### src/fdc_cfg_pkg.sv
/*
 Constants for the floppy controller configuration register bank: register indices,
 reset values and field positions. Assumes a byte-wide configuration index/data access.
*/
package fdc_cfg_pkg;
  localparam logic [7:0] IDX_MODE = 8'hf0;
  localparam logic [7:0] IDX_OPTION = 8'hf1;
  localparam logic [7:0] IDX_TYPE = 8'hf2;
  localparam logic [7:0] IDX_RSVD = 8'hf3;
  localparam logic [7:0] IDX_DRIVE0 = 8'hf4;
  localparam logic [7:0] IDX_DRIVE1 = 8'hf5;
  localparam logic [7:0] RST_MODE = 8'h0e;
  localparam logic [7:0] RST_OPTION = 8'h00;
  localparam logic [7:0] RST_TYPE = 8'hff;
  localparam logic [7:0] RST_DRIVE = 8'h00;
  // Writable bits of a per-drive register; bits 2, 5 and 7 stay zero.
  localparam logic [7:0] DRIVE_WMASK = 8'h5b;
  localparam int MODE_ENH = 0;
  localparam int MODE_NONBURST = 1;
  localparam int MODE_IF_LO = 2;
  localparam int MODE_PUSHPULL = 6;
  localparam int MODE_OUTOFF = 7;
  localparam int OPT_FORCE_WP = 0;
  localparam int OPT_DENS_LO = 2;
  localparam int DRV_TYPE_LO = 0;
  localparam int DRV_RATE_LO = 3;
  localparam int DRV_PRECOMP = 6;
  localparam logic [1:0] DENS_FORCE1 = 2'h2;
  localparam logic [1:0] DENS_FORCE0 = 2'h3;
  localparam logic [1:0] IF_AT = 2'h3;
  localparam logic [1:0] IF_ALT2 = 2'h1;
  localparam logic [1:0] IF_ALT3 = 2'h0;
endpackage : fdc_cfg_pkg

### src/floppy_ctrl_config_regs.sv
/*
 Configuration register bank for the floppy controller logical device, with the
 write-protect, density, output-enable and per-drive setting logic it steers.
 Assumes a decoded configuration index/data port delivers one-cycle read and write
 strobes, and that rst is the power-on or hard bus reset only.
*/
// Overview of operation
// - Soft reset leaves every register of this bank unchanged.
// - Defaults return only on power-on or hard bus reset.
// - Mode register 0xF0 resets to 0x0E; bit 0 selects enhanced mode.
// - Mode bit 1: 0 burst DMA, 1 non-burst DMA (default).
// - Mode bits 3:2 pick interface flavour; 11 AT, 10 reserved.
// - Mode bit 6: 0 open-drain outputs, 1 push-pull outputs.
// - Mode bit 7 set puts all drive-side outputs in high impedance.
// - Bits 6 and 7 do not touch floppy signals on parallel pins.
// - Option 0xF1 bit 0 forces write protect when either drive selected.
// - Core write protect ORs forced selects, external input and disable bit.
// - Forced write protect also applies on the parallel port route.
// - Option bits 3:2: 0x normal, 10 force density 1, 11 force 0.
// - Type register 0xF2 resets 0xFF; A in 1:0, B in 3:2.
// - Index 0xF3 is read-only and always reads zero.
// - Drive-0 register 0xF4 resets 0x00; type 1:0, rate table 4:3.
// - Per-drive bit 6 set disables write precompensation for that drive.
// - Drive-1 register 0xF5 matches drive-0 layout and default.
// - Drive 0 is always the boot drive.
module floppy_ctrl_config_regs (
  input wire logic mclk,
  input wire logic rst,
  input wire logic softRst,
  input wire logic cfgWrite,
  input wire logic cfgRead,
  input wire logic [7:0] cfgIndex,
  input wire logic [7:0] cfgWdata,
  output logic [7:0] cfgRdata,
  output logic cfgHit,
  input wire logic drive0_select_n,
  input wire logic drive1_select_n,
  input wire logic write_protect_in_n,
  input wire logic floppyWpDisable,
  input wire logic parallelRoute,
  input wire logic coreDensity,
  input wire logic coreOutEnable,
  output logic coreWriteProtect,
  output logic densityOut,
  output logic driveOutEnable,
  output logic parallelOutEnable,
  output logic pushPull,
  output logic enhanced_os_mode,
  output logic nonBurstDma,
  output logic [1:0] interfaceMode,
  output logic [1:0] drive_type_sel,
  output logic [1:0] rate_table_sel,
  output logic precomp_disable,
  output logic bootDrive
);
  logic [7:0] floppyModeControl;
  logic [7:0] floppyOptionControl;
  logic [7:0] driveTypeStore;
  logic [7:0] drive0Settings;
  logic [7:0] drive1Settings;
  logic [7:0] next_floppyModeControl;
  logic [7:0] next_floppyOptionControl;
  logic [7:0] next_driveTypeStore;
  logic [7:0] next_drive0Settings;
  logic [7:0] next_drive1Settings;
  logic [7:0] next_cfgRdata;
  logic [7:0] selSettings;
  logic forcedWp;
  logic [1:0] densSel;

  // softRst is deliberately not used: this bank survives soft resets.
  always_comb begin
    next_floppyModeControl = floppyModeControl;
    next_floppyOptionControl = floppyOptionControl;
    next_driveTypeStore = driveTypeStore;
    next_drive0Settings = drive0Settings;
    next_drive1Settings = drive1Settings;
    if (cfgWrite) begin
      case (cfgIndex)
        fdc_cfg_pkg::IDX_MODE: next_floppyModeControl = cfgWdata;
        fdc_cfg_pkg::IDX_OPTION: next_floppyOptionControl = cfgWdata;
        fdc_cfg_pkg::IDX_TYPE: next_driveTypeStore = cfgWdata;
        fdc_cfg_pkg::IDX_DRIVE0: next_drive0Settings = cfgWdata & fdc_cfg_pkg::DRIVE_WMASK;
        fdc_cfg_pkg::IDX_DRIVE1: next_drive1Settings = cfgWdata & fdc_cfg_pkg::DRIVE_WMASK;
        default: begin
        end
      endcase
    end
  end

  always_ff @(posedge mclk) begin
    if (rst) begin
      floppyModeControl <= fdc_cfg_pkg::RST_MODE;
      floppyOptionControl <= fdc_cfg_pkg::RST_OPTION;
      driveTypeStore <= fdc_cfg_pkg::RST_TYPE;
      drive0Settings <= fdc_cfg_pkg::RST_DRIVE;
      drive1Settings <= fdc_cfg_pkg::RST_DRIVE;
    end else begin
      floppyModeControl <= next_floppyModeControl;
      floppyOptionControl <= next_floppyOptionControl;
      driveTypeStore <= next_driveTypeStore;
      drive0Settings <= next_drive0Settings;
      drive1Settings <= next_drive1Settings;
    end
  end

  // Read data is registered so it is stable for the whole data phase.
  always_comb begin
    next_cfgRdata = cfgRdata;
    if (cfgRead) begin
      case (cfgIndex)
        fdc_cfg_pkg::IDX_MODE: next_cfgRdata = floppyModeControl;
        fdc_cfg_pkg::IDX_OPTION: next_cfgRdata = floppyOptionControl;
        fdc_cfg_pkg::IDX_TYPE: next_cfgRdata = driveTypeStore;
        fdc_cfg_pkg::IDX_RSVD: next_cfgRdata = 8'h00;
        fdc_cfg_pkg::IDX_DRIVE0: next_cfgRdata = drive0Settings;
        fdc_cfg_pkg::IDX_DRIVE1: next_cfgRdata = drive1Settings;
        default: next_cfgRdata = 8'h00;
      endcase
    end
  end

  always_ff @(posedge mclk) begin
    if (rst) begin
      cfgRdata <= 8'h00;
    end else begin
      cfgRdata <= next_cfgRdata;
    end
  end

  assign cfgHit = (cfgIndex >= fdc_cfg_pkg::IDX_MODE) && (cfgIndex <= fdc_cfg_pkg::IDX_DRIVE1);

  // Select lines are active low, so the force term uses the asserted select.
  assign forcedWp = floppyOptionControl[fdc_cfg_pkg::OPT_FORCE_WP]
    & (~drive0_select_n | ~drive1_select_n);
  // Applied regardless of parallelRoute.
  assign coreWriteProtect = forcedWp | ~write_protect_in_n | floppyWpDisable;

  assign densSel = floppyOptionControl[fdc_cfg_pkg::OPT_DENS_LO +: 2];
  always_comb begin
    case (densSel)
      fdc_cfg_pkg::DENS_FORCE1: densityOut = 1'b1;
      fdc_cfg_pkg::DENS_FORCE0: densityOut = 1'b0;
      default: densityOut = coreDensity;
    endcase
  end

  // Open-drain drivers only enable when pulling low; push-pull drives always.
  assign pushPull = floppyModeControl[fdc_cfg_pkg::MODE_PUSHPULL] & ~parallelRoute;
  assign driveOutEnable = ~parallelRoute & coreOutEnable
    & ~floppyModeControl[fdc_cfg_pkg::MODE_OUTOFF];
  // Parallel-port route ignores mode bits 6 and 7.
  assign parallelOutEnable = parallelRoute & coreOutEnable;

  assign enhanced_os_mode = floppyModeControl[fdc_cfg_pkg::MODE_ENH];
  assign nonBurstDma = floppyModeControl[fdc_cfg_pkg::MODE_NONBURST];
  // 2'b10 is reserved; it is passed through unchanged for the core to treat as AT.
  assign interfaceMode = floppyModeControl[fdc_cfg_pkg::MODE_IF_LO +: 2];

  // Drive 1 settings only when drive 1 alone is selected; drive 0 otherwise.
  assign selSettings = (!drive1_select_n && drive0_select_n) ? drive1Settings : drive0Settings;
  assign drive_type_sel = selSettings[fdc_cfg_pkg::DRV_TYPE_LO +: 2];
  assign rate_table_sel = selSettings[fdc_cfg_pkg::DRV_RATE_LO +: 2];
  assign precomp_disable = selSettings[fdc_cfg_pkg::DRV_PRECOMP];
  assign bootDrive = 1'b0;
endmodule : floppy_ctrl_config_regs

### config.mk
export PLATFORM = sky130hd
export DESIGN_NAME = floppy_ctrl_config_regs
export DESIGN_NICKNAME = d
export VERILOG_FILES = /design/src/fdc_cfg_pkg.sv /design/src/floppy_ctrl_config_regs.sv
export SDC_FILE = /design/constraint.sdc
export NUM_CORES = 1
export LEC_CHECK = 0
export ABC_AREA = 0
export BUFFER_PORTS_ARGS = -buffer_cell sky130_fd_sc_hd__buf_4
export CORE_ASPECT_RATIO = 0.8
export CORE_UTILIZATION = 30
export CTS_CLUSTER_DIAMETER = 30
export CTS_CLUSTER_SIZE = 8
export DETAILED_ROUTE_END_ITERATION = 12
export GPL_TIMING_DRIVEN = 0
export PLACE_DENSITY = 0.52
export SYNTH_ARGS = -nofsm -noshare
export SYNTH_HDL_FRONTEND = slang
export SYNTH_SLANG_ARGS = --single-unit
### constraint.sdc
create_clock -name mclk -period 1.4 [get_ports mclk]
set_input_delay 0.14 -clock mclk [delete_from_list [all_inputs] [get_ports mclk]]
set_output_delay 0.14 -clock mclk [all_outputs]
set_load 0.005 [all_outputs]
# Word-level counts from Yosys, hierarchy flattened
# Cells that the tools add are included.
word_totals:
  in_bits: 28
  ff_bits: 42
  output_inout_bits: 24
classes:
  reduce_logical: 8
  n_eq_ne: 7
  muxes: 3
  order_cmp: 2
  bitwise: 13
ops:
  columns: ["operator", "count"]
  rows:
  - ["$eq A8 B8 Y1 const B", 5]
  - ["$pmux W8 S5", 1]
  - ["$reduce_and A2 Y1", 5]
  - ["$ge A8 B8 Y1 const B", 1]
  - ["$le A8 B8 Y1 const B", 1]
  - ["$mux W7", 1]
  - ["$and A1 B1 Y1", 5]
  - ["$not A1 Y1", 5]
  - ["$eq A2 B2 Y1 const B", 2]
  - ["$or A1 B1 Y1", 3]
  - ["$logic_and A1 B1 Y1", 2]
  - ["$pmux W1 S2", 1]
  - ["$logic_not A1 Y1", 1]

# Depth between registers and ports, before layout
logic_depth:
  ltp_word: 5
  depth_mapped: 6
  ltp_nobuf: 4

# Worst setup path before layout
# Ideal clock, no wire load.
synth_path:
  path_type: "input -> register"
  startpoint: "in cfgIndex[0]"
  endpoint: "reg drive0Settings[0]"
  t_required_ns: 1.276
  n_path_buf: 2
  path_stages: 6
  slack_ns: 0.130
  setup_time_ns: 0.124
  arrival_time_ns: 1.146
  path_cell_list: "buf_6 nor2_1 or4b_1 buf_6 mux2i_1 nor2_1"
synth_between:
  elab_chain_len: 2
synth_lines:
  columns: ["element", "line_no", "source"]
  rows:
  - ["from (decl)", "floppy_ctrl_config_regs.sv:32", "input wire logic [7:0] cfgIndex,"]
  - ["$eq A8 B8 Y1", "floppy_ctrl_config_regs.sv:79", "case (cfgIndex)"]
  - ["$reduce_and A2 Y1 (no source line)", null, null]
  - ["to (signal assigned)", "floppy_ctrl_config_regs.sv:96", "drive0Settings <= fdc_cfg_pkg::RST_DRIVE;"]
  - ["to (signal assigned)", "floppy_ctrl_config_regs.sv:102", "drive0Settings <= next_drive0Settings;"]
  - ["to (decl)", "floppy_ctrl_config_regs.sv:59", "logic [7:0] drive0Settings;"]
# No other way between the ends.
# A chain may end at the register's enable or synchronous reset.

# Worst setup path after layout
layout_path:
  startpoint: "in cfgIndex[1]"
  endpoint: "reg drive1Settings[4]"
layout_between:
  elab_chain_len: 2
layout_lines:
  columns: ["element", "line_no", "source"]
  rows:
  - ["$eq A8 B8 Y1", "floppy_ctrl_config_regs.sv:79", null]
  - ["$reduce_and A2 Y1 (no source line)", null, null]
  - ["to (signal assigned)", "floppy_ctrl_config_regs.sv:97", "drive1Settings <= fdc_cfg_pkg::RST_DRIVE;"]
  - ["to (signal assigned)", "floppy_ctrl_config_regs.sv:103", "drive1Settings <= next_drive1Settings;"]
  - ["to (decl)", "floppy_ctrl_config_regs.sv:60", "logic [7:0] drive1Settings;"]
# No other way between the ends.

==> out/qor.txt <==
outcome = finished clean
DRC violations left = 0
root buffer cell = clkbuf_8
Core Area = 6410 µm²
H-tree Lvls = 2
TritonCTS clock tree = built
fillcell total = 671
RSZ-0062 raised after global routing = no
slowest CP cell = nor4_4
Power Density = 928 nW/µm²
met3 GRT Util = 3.64%
crit-path cells = buf_4 -> nand2b_1 -> nor4_4 -> mux2i_1 -> nor2_1
Peak supply drop = 0.317 mV
commonest cells after routing, fill and taps aside = 51 x buf_4, 42 x nor2_1, 42 x dfxtp_1
placed insts = 345
Num CTS Buffers = 5
Rows = 26
DR iter-0 viols = 33
final-report max-slew violation count = 0
hold_sp = cfgWdata[5]
Syn Nets = 242
Crit Path Category = input port to register
Clk pin slew, worst setup/hold paths = 0.08 ns
Critical Path AT = 1.43 ns
slew margin rel. = 62.5%
max incr delay on CP = 0.55 ns
sequential share of the synthesized area = 41.9%
syn_area_per_cell = 9.37 µm²
area grow syn2layout = 28.4%
crit end category = register
initial antenna violation count = 0
layout cells sized above 1 = 27.5%
Initial Util = 31.3%
Pleak = 1.16 nW
Die Outline Area = 7020 µm²
synth unique cells = 32
DRT antenna net count = 0
port buffer count = 47
first-pass GRT wire length = 7750 µm
Post-Place Setup Slack = -0.247 ns
Wirelength per Cell = 14.7 µm
worst skew pair latency = 0.30 ns
CP Data Required Time = 1.57 ns
Post-Syn Area = 2010 µm²
die height = 75.1 µm
routability-driven placement congestion ratio = 0.740
final WL = 5190 µm
Final Skew = 0.00627 ns
vias in the first global route = 1527
hpwl dp = 3850 µm
largest net degree at the start of global routing = 13
DR pass1 iterations = 4
Worst Max-Slew Pin Slew = 0.558 ns
final setup violation count = 0
final worst slack = 0.132 ns
vias per cell = 4.79
Vias = 1691
All-Layer GR Usage = 15.0%
worst hold path class = input port to register
Ports = 52
CTS Sinks = 42
Max-Cap Viols = 0
Post-CTS Hold Buffers = 0
grt met1 use = 21.1%
WHS = 0.0986 ns
Inserted Diodes = 0
global route total overflow = 0
crit start category = input port
Cells after Synth = 214
FF-to-FF Start = floppyOptionControl[3]
Final Hold Viols = 0
Die Wd = 93.4 µm
grt met2 use = 22.5%
Yosys reg bits = 42
most common cell after layout, fill and taps aside = buf_4
Final Non-Filler Cells = 353
Bufs on Longest Clock Path = 2
nets = 296
GR peak layer = met2
CP Max Fanout = 6
yosys synthesis warning count = 0
Worst Setup SP = cfgIndex[1]
final worst-path cycle share = 90.6%
post-route minimum period = 1.27 ns
max frequency = 789 MHz
## where the power goes
part           switching (W)  total (W)  leakage [nW]  internal (W)
sequential        0.00000420    0.00121         0.340       0.00120
combinational       0.000125   0.000237         0.767      0.000112
clock               0.000414   0.000948        0.0524      0.000534
total               0.000544    0.00239          1.16       0.00185
## synthesized netlist by cell type
library cell / instances / area, µm²
dfxtp_1: 42 / 841
nor2_1: 42 / 158
mux2i_1: 37 / 370
a21oi_1: 11 / 55.1
nor3_1: 11 / 55.1
a211oi_1: 7 / 52.6
nand2_1: 6 / 22.5
a22oi_1: 5 / 37.5
mux2_2: 5 / 56.3
o22ai_1: 5 / 31.3
buf_2: 4 / 20.0
buf_4: 4 / 30.0
clkbuf_1: 4 / 15.0
a22o_1: 3 / 26.3
buf_6: 3 / 33.8
o21ai_0: 3 / 15.0
and3_1: 2 / 12.5
and4bb_2: 2 / 25.0
dlygate4sd1_1: 2 / 17.5
nand2b_1: 2 / 12.5
nand3_1: 2 / 10.0
nor2b_1: 2 / 12.5
and2_1: 1 / 6.26
conb_1: 1 / 3.75
inv_1: 1 / 3.75
nand3b_1: 1 / 7.51
nand4_4: 1 / 21.3
nand4b_1: 1 / 8.76
nor3b_1: 1 / 7.51
nor4_4: 1 / 21.3
or2_1: 1 / 6.26
or4b_1: 1 / 10.0
## what timing repair did
item / CTS / global route
gates resized for setup: 0 / 1
buffers inserted: 0 / 0
setup endpoints to repair: 0 / 2
## cells by family (layout without fill, tap and decap cells)
| kind of cell | after synthesis | count (layout) | share of synthesized area (%) |
|---|---|---|---|
| AO/OA/AOI/OAI | 34 | 34 | 10.9 |
| buffers and inverters | 18 | 73 | 5.99 |
| AND/OR/NAND/NOR | 77 | 77 | 19.8 |
| other | 1 | 1 | 0.187 |
| flip-flops | 42 | 42 | 41.9 |
| multiplexers | 42 | 42 | 21.3 |
## state kept, by name, indices dropped and copies added, names as in the netlist
register,flops
drive1Settings,5
cfgRdata,8
floppyModeControl,8
drive0Settings,5
driveTypeStore,8
floppyOptionControl,8
## per-layer routing
layer	routed length (µm)	up-vias
li1	-	865
met3	252	7
met2	2150	41
met5	0	-
met4	61	0
met1	2730	778
## area by class of cell
| type | count | area [µm²] | area share [%] |
|---|---|---|---|
| multi-input cells | 154 | 1050 | 40.8 |
| flip-flops and latches | 42 | 841 | 32.7 |
| repair buffers | 47 | 353 | 13.7 |
| plain buffers | 17 | 116 | 4.52 |
| well taps | 84 | 105 | 4.08 |
| clock buffers | 7 | 76.3 | 2.96 |
| clock inverters | 1 | 30.0 | 1.17 |
| inverters | 1 | 3.75 | 0.146 |
## worst max-delay path: cells and delay by family
family | cells | cell delay (ns)
simple gates | 3 | 0.90
buf+inv | 1 | 0.14
mux | 1 | 0.25
## final timing paths
check                                               to  slack, ns  depth (start not counted)
worst min-delay path            floppyOptionControl[5]        0.1                          3
worst max-delay path                 drive1Settings[4]       0.13                          5
worst max register to register             cfgRdata[3]       0.36                          4
worst min register to register             cfgRdata[4]       0.49                          2
## per-stage QoR
| step | utilization [%] | area (µm²) | power [W] | setup TNS [ns] |
|---|---|---|---|---|
| after floorplan | - | 2010 | 0.00134 | 0 |
| after global routing | 40.2 | 2570 | 0.00247 | 0 |
| after global placement | 38.4 | 2460 | 0.00147 | -3.13 |
| after detailed placement | 38.4 | 2460 | 0.00147 | -3.51 |
| after CTS | 40.1 | 2570 | 0.00240 | 0 |
| final | 40.2 | 2570 | 0.00239 | 0 |
Note: power is estimated with default switching activity, not from simulation.
